**config.mk**
```make
export PLATFORM = sky130hd
export DESIGN_NAME = dpc_top
export DESIGN_NICKNAME = d
export VERILOG_FILES = /design/src/dpc_port_counter.v /design/src/dpc_top.v
export VERILOG_INCLUDE_DIRS = /design/src /design/src/pkg
export SDC_FILE = /design/constraint.sdc
export NUM_CORES = 1
export LEC_CHECK = 0
export BUFFER_PORTS_ARGS = -buffer_cell sky130_fd_sc_hd__buf_2
export CAP_MARGIN = 10
export CORE_MARGIN = 2
export CORE_UTILIZATION = 46
export DETAILED_ROUTE_END_ITERATION = 6
export GPL_ROUTABILITY_DRIVEN = 0
export HOLD_SLACK_MARGIN = 0.15
export PLACE_DENSITY = 0.62
export SETUP_SLACK_MARGIN = 0.05
export SLEW_MARGIN = 15
export SYNTH_ARGS = -nofsm -noshare
export SYNTH_HDL_FRONTEND = slang
export SYNTH_SLANG_ARGS = --single-unit
```
**constraint.sdc**
```tcl
create_clock -name CLK_SYS -period 7.2 [get_ports CLK_SYS]
set_clock_uncertainty 0.05 [all_clocks]
set_input_delay 1.44 -clock CLK_SYS [delete_from_list [all_inputs] [get_ports CLK_SYS]]
set_output_delay 1.44 -clock CLK_SYS [all_outputs]
set_load 0.005 [all_outputs]
```
**src/pkg/dpc_defines.vh**
```
// Purpose: constants for the dual port pulse input counter
// Assumes: register offsets are holding register indices from base 40001
// Notes: one 16-bit word per register
`ifndef DPC_DEFINES_VH
`define DPC_DEFINES_VH

`define DPC_HOLDING_BASE 40001
`define DPC_AW 16
`define DPC_DW 16

// register offsets
`define DPC_OFF_P1_LEVEL 16'h112F
`define DPC_OFF_P2_LEVEL 16'h1130
`define DPC_OFF_P1_MODE 16'h13EB
`define DPC_OFF_P1_TALLY_LO 16'h13EC
`define DPC_OFF_P1_TALLY_HI 16'h13ED
`define DPC_OFF_P1_SCALE_WHOLE 16'h13EE
`define DPC_OFF_P1_SCALE_THOU 16'h13EF
`define DPC_OFF_P1_PULSE_OUT_CFG 16'h13F5
`define DPC_OFF_P2_MODE 16'h144F
`define DPC_OFF_P2_TALLY_LO 16'h1450
`define DPC_OFF_P2_TALLY_HI 16'h1451
`define DPC_OFF_P2_SCALE_WHOLE 16'h1452
`define DPC_OFF_P2_SCALE_THOU 16'h1453
`define DPC_OFF_P2_PULSE_OUT_CFG 16'h1459

// edge modes
`define DPC_MODE_OFF 2'h0
`define DPC_MODE_RISE 2'h1
`define DPC_MODE_FALL 2'h2
`define DPC_MODE_BOTH 2'h3
`define DPC_MODE_MAX 16'h0003

// reset values
`define DPC_RST_WORD 16'h0000
`define DPC_RST_SCALE_WHOLE 16'h0001
`define DPC_RST_TALLY 32'h0000_0000
`define DPC_RST_PIN 1'b1

// scale fraction: thousandths
`define DPC_THOU_W 10
`define DPC_THOU_ONE 11'h3E8
`define DPC_THOU_MAX 10'h3E7
`define DPC_RST_THOU 10'h000

`endif

```
**src/dpc_port_counter.v**
```verilog
// Purpose: one port: input synchroniser, edge select, scaled accumulator
// Assumes: pin is asynchronous to CLK_SYS; thousandths already limited to 0..999
// Notes: fraction below one count is kept in a residue register
`timescale 1ns/1ps
`default_nettype none
`include "dpc_defines.vh"

module dpc_port_counter (
  // clock and reset
  input wire clk,
  input wire rst_n,
  // pin
  input wire pin_in,
  // configuration
  input wire [1:0] mode,
  input wire [15:0] scale_whole,
  input wire [`DPC_THOU_W-1:0] scale_thou,
  // state
  output reg level_r,
  output reg [31:0] tally_r
);

  reg sync1_r;
  reg prev_r;
  reg [`DPC_THOU_W-1:0] residue_r;
  reg [`DPC_THOU_W-1:0] residue_nxt;
  reg [31:0] tally_nxt;
  reg count_hit;
  reg [`DPC_THOU_W:0] frac_sum;
  reg [`DPC_THOU_W:0] frac_left;
  wire rise;
  wire fall;

  assign rise = level_r & ~prev_r;
  assign fall = ~level_r & prev_r;

  always @* begin
    case (mode)
      `DPC_MODE_OFF: count_hit = 1'b0;
      `DPC_MODE_RISE: count_hit = rise;
      `DPC_MODE_FALL: count_hit = fall;
      `DPC_MODE_BOTH: count_hit = rise | fall;
      default: count_hit = 1'b0;
    endcase
  end

  // whole part plus carry out of the thousandths residue
  always @* begin
    frac_sum = {1'b0, residue_r} + {1'b0, scale_thou};
    frac_left = frac_sum - `DPC_THOU_ONE;
    residue_nxt = residue_r;
    tally_nxt = tally_r;
    if (count_hit) begin
      if (frac_sum >= `DPC_THOU_ONE) begin
        residue_nxt = frac_left[`DPC_THOU_W-1:0];
        tally_nxt = tally_r + {16'h0000, scale_whole} + 32'h0000_0001;
      end else begin
        residue_nxt = frac_sum[`DPC_THOU_W-1:0];
        tally_nxt = tally_r + {16'h0000, scale_whole};
      end
    end
  end

  always @(posedge clk or negedge rst_n) begin
    if (!rst_n) begin
      sync1_r <= `DPC_RST_PIN;
      level_r <= `DPC_RST_PIN;
      prev_r <= `DPC_RST_PIN;
      residue_r <= `DPC_RST_THOU;
      tally_r <= `DPC_RST_TALLY;
    end else begin
      sync1_r <= pin_in;
      level_r <= sync1_r;
      prev_r <= level_r;
      residue_r <= residue_nxt;
      tally_r <= tally_nxt;
    end
  end

endmodule // dpc_port_counter
`default_nettype wire

```
**src/dpc_top.v**
```verilog
// Purpose: dual digital I/O port status and scaled pulse input counter
// Assumes: register port is a word-wide holding register access, one access per cycle
// Notes: pulse output generation itself lives elsewhere; only its enable is shown here
// Behaviour
// - each port status register reads 0 for a low input (closed) and 1 for high (open).
// - edge mode 0 on a port stops all counting on that port.
// - mode 1 counts rising edges, mode 2 falling edges, mode 3 both.
// - any counting mode turns the port's pulse output function off.
// - writing a nonzero edge mode clears that port's pulse output configuration to zero.
// - with counting off and a zero pulse output configuration the port is free for plain I/O control.
// - each port's accumulator reads as a low word then a high word at the next offset.
// - scale factor equals the whole register plus the thousandths register over 1000.
// - offsets are holding register indices from base 40001, one 16-bit word each.
`timescale 1ns/1ps
`default_nettype none
`include "dpc_defines.vh"

module dpc_top (
  // clock and reset
  input wire CLK_SYS,
  input wire ARST_N,
  // port pins
  input wire PORT1_PIN,
  input wire PORT2_PIN,
  // holding register access
  input wire [`DPC_AW-1:0] REG_ADDR,
  input wire REG_WR,
  input wire [`DPC_DW-1:0] REG_WDATA,
  input wire REG_RD,
  output reg [`DPC_DW-1:0] REG_RDATA,
  output reg REG_RVALID,
  output reg REG_HIT,
  // port function status
  output reg PORT1_PULSE_OUT_EN,
  output reg PORT2_PULSE_OUT_EN,
  output reg PORT1_IO_CTRL_EN,
  output reg PORT2_IO_CTRL_EN
);

  reg rst_meta_r;
  reg rst_sync_r;
  wire rst_n;

  reg [`DPC_DW-1:0] p1_mode_r;
  reg [`DPC_DW-1:0] p2_mode_r;
  reg [`DPC_DW-1:0] p1_whole_r;
  reg [`DPC_DW-1:0] p2_whole_r;
  reg [`DPC_THOU_W-1:0] p1_thou_r;
  reg [`DPC_THOU_W-1:0] p2_thou_r;
  reg [`DPC_DW-1:0] p1_out_cfg_r;
  reg [`DPC_DW-1:0] p2_out_cfg_r;
  reg [`DPC_DW-1:0] p1_hi_snap_r;
  reg [`DPC_DW-1:0] p2_hi_snap_r;

  reg [`DPC_DW-1:0] rdata_nxt;
  reg hit_nxt;
  reg [`DPC_THOU_W-1:0] wthou;
  reg [1:0] p1_edge;
  reg [1:0] p2_edge;

  wire p1_level;
  wire p2_level;
  wire [31:0] p1_tally;
  wire [31:0] p2_tally;
  wire wr_p1_mode;
  wire wr_p2_mode;

  // reset released through two flops, asserted at once
  always @(posedge CLK_SYS or negedge ARST_N) begin
    if (!ARST_N) begin
      rst_meta_r <= 1'b0;
      rst_sync_r <= 1'b0;
    end else begin
      rst_meta_r <= 1'b1;
      rst_sync_r <= rst_meta_r;
    end
  end
  assign rst_n = rst_sync_r;

  assign wr_p1_mode = REG_WR && (REG_ADDR == `DPC_OFF_P1_MODE);
  assign wr_p2_mode = REG_WR && (REG_ADDR == `DPC_OFF_P2_MODE);

  // out-of-range mode values are kept as written but count nothing
  always @* begin
    p1_edge = (p1_mode_r <= `DPC_MODE_MAX) ? p1_mode_r[1:0] : `DPC_MODE_OFF;
    p2_edge = (p2_mode_r <= `DPC_MODE_MAX) ? p2_mode_r[1:0] : `DPC_MODE_OFF;
  end

  // thousandths saturate at 999 so one edge carries at most one whole count
  always @* begin
    if (REG_WDATA > {6'h00, `DPC_THOU_MAX}) begin
      wthou = `DPC_THOU_MAX;
    end else begin
      wthou = REG_WDATA[`DPC_THOU_W-1:0];
    end
  end

  // writable registers
  always @(posedge CLK_SYS or negedge rst_n) begin
    if (!rst_n) begin
      p1_mode_r <= `DPC_RST_WORD;
      p2_mode_r <= `DPC_RST_WORD;
      p1_whole_r <= `DPC_RST_SCALE_WHOLE;
      p2_whole_r <= `DPC_RST_SCALE_WHOLE;
      p1_thou_r <= `DPC_RST_THOU;
      p2_thou_r <= `DPC_RST_THOU;
      p1_out_cfg_r <= `DPC_RST_WORD;
      p2_out_cfg_r <= `DPC_RST_WORD;
    end else begin
      if (wr_p1_mode) begin
        p1_mode_r <= REG_WDATA;
      end
      if (wr_p2_mode) begin
        p2_mode_r <= REG_WDATA;
      end
      if (REG_WR && REG_ADDR == `DPC_OFF_P1_SCALE_WHOLE) begin
        p1_whole_r <= REG_WDATA;
      end
      if (REG_WR && REG_ADDR == `DPC_OFF_P2_SCALE_WHOLE) begin
        p2_whole_r <= REG_WDATA;
      end
      if (REG_WR && REG_ADDR == `DPC_OFF_P1_SCALE_THOU) begin
        p1_thou_r <= wthou;
      end
      if (REG_WR && REG_ADDR == `DPC_OFF_P2_SCALE_THOU) begin
        p2_thou_r <= wthou;
      end
      // nonzero mode write wins over a same-cycle config write
      if (wr_p1_mode && REG_WDATA != `DPC_RST_WORD) begin
        p1_out_cfg_r <= `DPC_RST_WORD;
      end else if (REG_WR && REG_ADDR == `DPC_OFF_P1_PULSE_OUT_CFG) begin
        p1_out_cfg_r <= REG_WDATA;
      end
      if (wr_p2_mode && REG_WDATA != `DPC_RST_WORD) begin
        p2_out_cfg_r <= `DPC_RST_WORD;
      end else if (REG_WR && REG_ADDR == `DPC_OFF_P2_PULSE_OUT_CFG) begin
        p2_out_cfg_r <= REG_WDATA;
      end
    end
  end

  dpc_port_counter u_port1 (
    .clk(CLK_SYS),
    .rst_n(rst_n),
    .pin_in(PORT1_PIN),
    .mode(p1_edge),
    .scale_whole(p1_whole_r),
    .scale_thou(p1_thou_r),
    .level_r(p1_level),
    .tally_r(p1_tally)
  );

  dpc_port_counter u_port2 (
    .clk(CLK_SYS),
    .rst_n(rst_n),
    .pin_in(PORT2_PIN),
    .mode(p2_edge),
    .scale_whole(p2_whole_r),
    .scale_thou(p2_thou_r),
    .level_r(p2_level),
    .tally_r(p2_tally)
  );

  // read mux; reading the low word freezes the high word for a coherent pair
  always @* begin
    hit_nxt = 1'b1;
    rdata_nxt = `DPC_RST_WORD;
    case (REG_ADDR)
      `DPC_OFF_P1_LEVEL: rdata_nxt = {15'h0000, p1_level};
      `DPC_OFF_P2_LEVEL: rdata_nxt = {15'h0000, p2_level};
      `DPC_OFF_P1_MODE: rdata_nxt = p1_mode_r;
      `DPC_OFF_P2_MODE: rdata_nxt = p2_mode_r;
      `DPC_OFF_P1_TALLY_LO: rdata_nxt = p1_tally[15:0];
      `DPC_OFF_P1_TALLY_HI: rdata_nxt = p1_hi_snap_r;
      `DPC_OFF_P2_TALLY_LO: rdata_nxt = p2_tally[15:0];
      `DPC_OFF_P2_TALLY_HI: rdata_nxt = p2_hi_snap_r;
      `DPC_OFF_P1_SCALE_WHOLE: rdata_nxt = p1_whole_r;
      `DPC_OFF_P2_SCALE_WHOLE: rdata_nxt = p2_whole_r;
      `DPC_OFF_P1_SCALE_THOU: rdata_nxt = {6'h00, p1_thou_r};
      `DPC_OFF_P2_SCALE_THOU: rdata_nxt = {6'h00, p2_thou_r};
      `DPC_OFF_P1_PULSE_OUT_CFG: rdata_nxt = p1_out_cfg_r;
      `DPC_OFF_P2_PULSE_OUT_CFG: rdata_nxt = p2_out_cfg_r;
      default: hit_nxt = 1'b0;
    endcase
  end

  always @(posedge CLK_SYS or negedge rst_n) begin
    if (!rst_n) begin
      REG_RDATA <= `DPC_RST_WORD;
      REG_RVALID <= 1'b0;
      REG_HIT <= 1'b0;
      p1_hi_snap_r <= `DPC_RST_WORD;
      p2_hi_snap_r <= `DPC_RST_WORD;
    end else begin
      REG_RVALID <= REG_RD;
      if (REG_RD) begin
        REG_RDATA <= rdata_nxt;
        REG_HIT <= hit_nxt;
        if (REG_ADDR == `DPC_OFF_P1_TALLY_LO) begin
          p1_hi_snap_r <= p1_tally[31:16];
        end
        if (REG_ADDR == `DPC_OFF_P2_TALLY_LO) begin
          p2_hi_snap_r <= p2_tally[31:16];
        end
      end
    end
  end

  // function enables: counting shuts pulse output, counting off with zero pulse config frees I/O control
  always @(posedge CLK_SYS or negedge rst_n) begin
    if (!rst_n) begin
      PORT1_PULSE_OUT_EN <= 1'b0;
      PORT2_PULSE_OUT_EN <= 1'b0;
      PORT1_IO_CTRL_EN <= 1'b1;
      PORT2_IO_CTRL_EN <= 1'b1;
    end else begin
      PORT1_PULSE_OUT_EN <= (p1_edge == `DPC_MODE_OFF) && (p1_out_cfg_r != `DPC_RST_WORD);
      PORT2_PULSE_OUT_EN <= (p2_edge == `DPC_MODE_OFF) && (p2_out_cfg_r != `DPC_RST_WORD);
      PORT1_IO_CTRL_EN <= (p1_edge == `DPC_MODE_OFF) && (p1_out_cfg_r == `DPC_RST_WORD);
      PORT2_IO_CTRL_EN <= (p2_edge == `DPC_MODE_OFF) && (p2_out_cfg_r == `DPC_RST_WORD);
    end
  end

endmodule // dpc_top
`default_nettype wire

```
# == Yosys cells after proc, flatten, opt, wreduce, memory -nomap -nowiden ==
# Index checks and enable logic that the tools add are counted.
# Widths: inputs -> output; s select.
# word_totals
reg_bits,262
inputBits,38
out_inout_bits,22
# classes
n_addsub,8
order_cmp,5
n_eq_ne,20
n_mux,15
bitwise_logic,10
n_reduce_logical,26
# op_table
op,n
$eq 16x13->1 const B,14
$pmux 16 s14,1
$add 32x1->32 const B,2
$add 32x16->32,2
$mux 16,4
$mux 32,2
$reduce_bool 16->1,3
$le 16x2->1 const B,2
$logic_not 16->1,2
$mux 10,3
$add 10x10->11,2
$ge 11x10->1 const B,2
$sub 10x10->10 const B,2
$gt 16x10->1 const B,1
$logic_and 1x1->1,14
$reduce_or 14->1,1
$eq 2x2->1 const B,4
$pmux 1 s4,2
$and 1x1->1,4
$eq 2x1->1 const B,2
$logic_not 2->1,2
$mux 2,2
$not 1->1,4
$reduce_and 2->1,2
other kinds (3),5

# == Logic depth before layout (Yosys ltp) ==
# depth
word_depth,4
ltp_mapped,16
ltp_nobuf,14

# == Modules after synthesis ==
# A second synthesis with hierarchy kept.
# unflattened
hier_cells,1921
hier_area_um2,17674.5
# by_module_without_submodules
mod,n_inst,cells_each,area_per_inst_um2,seq_area_each_um2
dpc_top,1,819,8700.8,4309.1
dpc_port_counter at u_port2,1,574,4591.9,1129.8
dpc_port_counter at u_port1,1,528,4381.7,1129.8

# == Worst setup path after synthesis ==
# No wires, ideal clock.
# synth_timing
path_kind,input-to-reg
startpoint,input REG_ADDR[13]
endpoint,register p2_mode_r[10]
t_arrival_ns,4.003
t_required_ns,7.025
setup_slack_ns,3.022
stages,7
path_buffers,2
cell_sequence,nor4b_1 > nand3_1 > nor4_1 > and2_1 > clkbuf_1 > buf_1 > mux2_2
# synth_via
elab_chain_len,2
# synth_rtl
item,line,source
start: declaration,dpc_top.v:26,"input wire [`DPC_AW-1:0] REG_ADDR,"
$eq 16x13->1,-,
$logic_and 1x1->1,dpc_top.v:81,assign wr_p2_mode = REG_WR && (REG_ADDR == `DPC_OFF_P2_MODE);
end signal: assignment,dpc_top.v:102,p2_mode_r <= `DPC_RST_WORD;
end: declaration,dpc_top.v:45,reg [`DPC_DW-1:0] p2_mode_r;
# Every way passes these cells.
# A chain may end at the register's enable or synchronous reset.

# == Worst setup path in the final report ==
# layout_timing
startpoint,register p2_whole_r[6]
endpoint,register u_port2.tally_r[31]
# layout_via
elab_chain_len,3
# layout_rtl
item,line,source
start: declaration,dpc_top.v:47,reg [`DPC_DW-1:0] p2_whole_r;
start signal: assignment,dpc_top.v:104,p2_whole_r <= `DPC_RST_SCALE_WHOLE;
$add 32x16->32 (*),"dpc_port_counter.v:56, dpc_port_counter.v:59",
$add 32x1->32,dpc_port_counter.v:56,"tally_nxt = tally_r + {16'h0000, scale_whole} + 32'h0000_0001;"
$mux 32 (*),dpc_port_counter.v:54,if (frac_sum >= `DPC_THOU_ONE) begin
end signal: assignment,dpc_port_counter.v:70,tally_r <= `DPC_RST_TALLY;
end signal: assignment,dpc_port_counter.v:76,tally_r <= tally_nxt;
end: declaration,dpc_port_counter.v:20,output reg [31:0] tally_r
# Every way passes the cells marked *; elsewhere a longest branch is shown, timed or not.

==> results.toml <==
[timing]
slew_headroom_pct = 23.7
max_freq_mhz = 210
setup_violations = 0
timing.setup.tns_ns = 0
slew_viol_final = 0
finalHoldViolations = 0
tightest_slew_ns = 1.14
post-route-min-period_ns = 4.76
grt_setup_unrepaired = "no"
min_period_over_period_pct = 66.1
whs_ns = 0.295

[die]
core_area_um2 = 35600
design.die.area_um2 = 37600
fp.dieH_um = 194
rows = 69
die_x_um = 194
io_pins = 60
initial_core_util_pct = 46.7

[yosys]
yosysTopAreaCell = "dfrtp_1"
syn_avg_cell_area_um2 = 9.32
syn_inst = 1781
yosysTopAreaCellShare_pct = 38.0
synth_most_common_cell = "dfrtp_1"
synth.area.top_cells = "dfrtp_1 (38%), mux2_2 (6.3%), nand2_1 (4.7%), ha_1 (4.5%), xnor2_1 (4.1%)"
synth-seq-area-share_pct = 39.6
yosys_warnings = 0
synth-async-reset-ratio_pct = 100
ys_top_cells_by_count = "dfrtp_1 (252), nand2_1 (206), o21ai_0 (126)"
synth-main-ff-cell = "dfrtp_1"
synth_seq_cells = 262
synth_edf_count = 0
synth_cell_types = 100
synth_nets = 1883
synth_area_um2 = 16600

[cells_and_area]
final_cell_count_no_fill = 2287
area_growth_pct = 10.7
num-fill-cells = 3230
drive_gt1_share_pct = 15.2
n_antenna_cell = 0
nNetsFinal = 1902

[global_route]
grt_antenna_before_repair = 0
grt_start_max_net_pins = 149
grt_pass1_wl_mm = 81.4
grtUsageTotal_pct = 27.2
grt_pass1_vias = 13900
grt_overflow_total = 0

[route]
firstDrtPassIters = 7
ant_nets = 0
drt-total-wl_mm = 52.0
via_per_inst = 6.41
dr_total_vias = 14700
drc = 8
post_drt_wl_per_cell_um = 22.7
drt_iter0_drc = 1371

[cts]
worstSkewPairLatency_ns = 0.53
cts-htree-levels = 2
post_cts_resized = 0
cts-root-buf = "clkbuf_16"
cts_tree = "built"
cts_setup_buffers = 0
cts.path.max_buffers = 3
cts.clk_slew.worst_paths_ns = 0.06
cts_buffers = 34
postCtsHoldBufs = 0
clkSinkCount = 262

[outcome]
outcome = "finished with violations"
failed_checks = "DRC"

[placement]
io_buffers = 59
hpwlAfterDp_mm = 38.5
place_inst = 2225

[setup_path]
cp-start-kind = "flop"
worstReg2RegStart = "p2_whole_r[6]"
cp.arrival_ns = 5.10
end_kind = "flop"
crit_type = "reg -> reg"
required_ns = 7.54
crit_path_max_fanout = 8
critPathLaunch = "p2_whole_r[6]"

[power]
p_per_area_nw_per_um2 = 177
max-vdd-ir-drop_mv = 0.212
p_leak_nw = 7.93

[worst_hold_path]
hold_path.class = "reg -> async"

[flow_run]
drv_cap = 0
[flip-flops by register name, indices dropped and copies added, names as in the netlist, 16 cells and up]
name and flops:
p2_hi_snap_r 16, REG_RDATA 16, u_port2.tally_r 32, p2_whole_r 16, p2_out_cfg_r 16, p2_mode_r 16
p1_hi_snap_r 16, p1_whole_r 16, p1_out_cfg_r 16, p1_mode_r 16, u_port1.tally_r 32
[worst paths after layout]
path / cells past startpoint / to / slack [ns]
hold / removal: 0 / u_port2.tally_r[16] / 0.30
max in group asynchronous: 1 / p1_out_cfg_r[0] / 5.46
setup reg to reg: 10 / u_port2.tally_r[31] / 2.44
setup / recovery: 10 / u_port2.tally_r[31] / 2.44
min in group CLK_SYS: 0 / rst_n / 0.30
hold reg to reg: 0 / u_port2.tally_r[16] / 0.30
[cell usage in the layout, fill, tap and decap left out, types with 29 or more instances in the layout]
master,netlist,routed
dfrtp_1,252,251
nand2_1,206,206
o21ai_0,126,126
nor2_1,107,107
mux2_2,93,93
a21oi_1,89,88
xnor2_1,78,78
ha_1,60,60
buf_2,7,59
nand3_1,57,57
inv_1,54,54
nor4_1,40,38
clkbuf_16,0,35
a22o_1,29,29
[routing by layer]
layer  up-vias  routed length (um)  GRT usage (%)
met1      7206               23100           38.7
met2       673               22500           41.4
met4         0                1910           9.90
met5         -                   0              0
li1       6658                   -              -
met3       116                4450           4.94
[cells by family (layout without fill, tap and decap cells)]
logic type / after synthesis / in the layout / synth area share, %
compound gates: 469 / 469 / 19.7
xor+xnor: 107 / 107 / 5.69
fa+ha+maj: 64 / 64 / 5.00
buf+inv: 145 / 190 / 3.62
flops: 262 / 262 / 39.6
mux: 110 / 110 / 7.33
other cells: 1 / 1 / 0.0226
simple gates: 623 / 623 / 19.0
[metrics by stage]
| step | util (%) | total power, mW | cell area (um2) | setup WS [ns] |
|---|---|---|---|---|
| 6_report | 51.7 | 3.26 | 18400 | 2.44 |
| 4_1_cts | 51.7 | 3.29 | 18400 | 2.62 |
| 5_1_grt | 51.7 | 3.35 | 18400 | 2.24 |
| 3_5_place_dp | 48.5 | 1.59 | 17200 | 2.35 |
| 3_3_place_gp | 48.5 | 1.59 | 17200 | 2.41 |
| 2_1_floorplan | - | 1.54 | 16600 | 2.86 |
[power by group]
group          internal, mW  total (mW)  switching, mW
combinational        0.0149      0.0794         0.0645
clock                  1.02        1.69          0.673
sequential             1.48        1.48        0.00712
[final cells by class]
cell class	count	area (um2)	area share (%)
Tap cell	461	577	3.14
Clock inverter	12	128	0.694
Clock buffer	50	1010	5.51
Inverter	54	203	1.10
Multi-Input combinational cell	1374	9470	51.5
Timing Repair Buffer	74	420	2.29
Sequential cell	262	6570	35.8
[critical path, cell delays in order, from the launching register on]
cell and delay, ns:
dfrtp_1 0.43, ha_1 0.40, a21oi_1 0.40, o21ai_0 0.20, a221oi_1 0.84, a31oi_1 0.54, nor3_1 0.31, o32ai_1 0.17
nor4_1 0.77, a41oi_1 0.31, xnor2_1 0.20
Power figures use the tool's default switching activity.
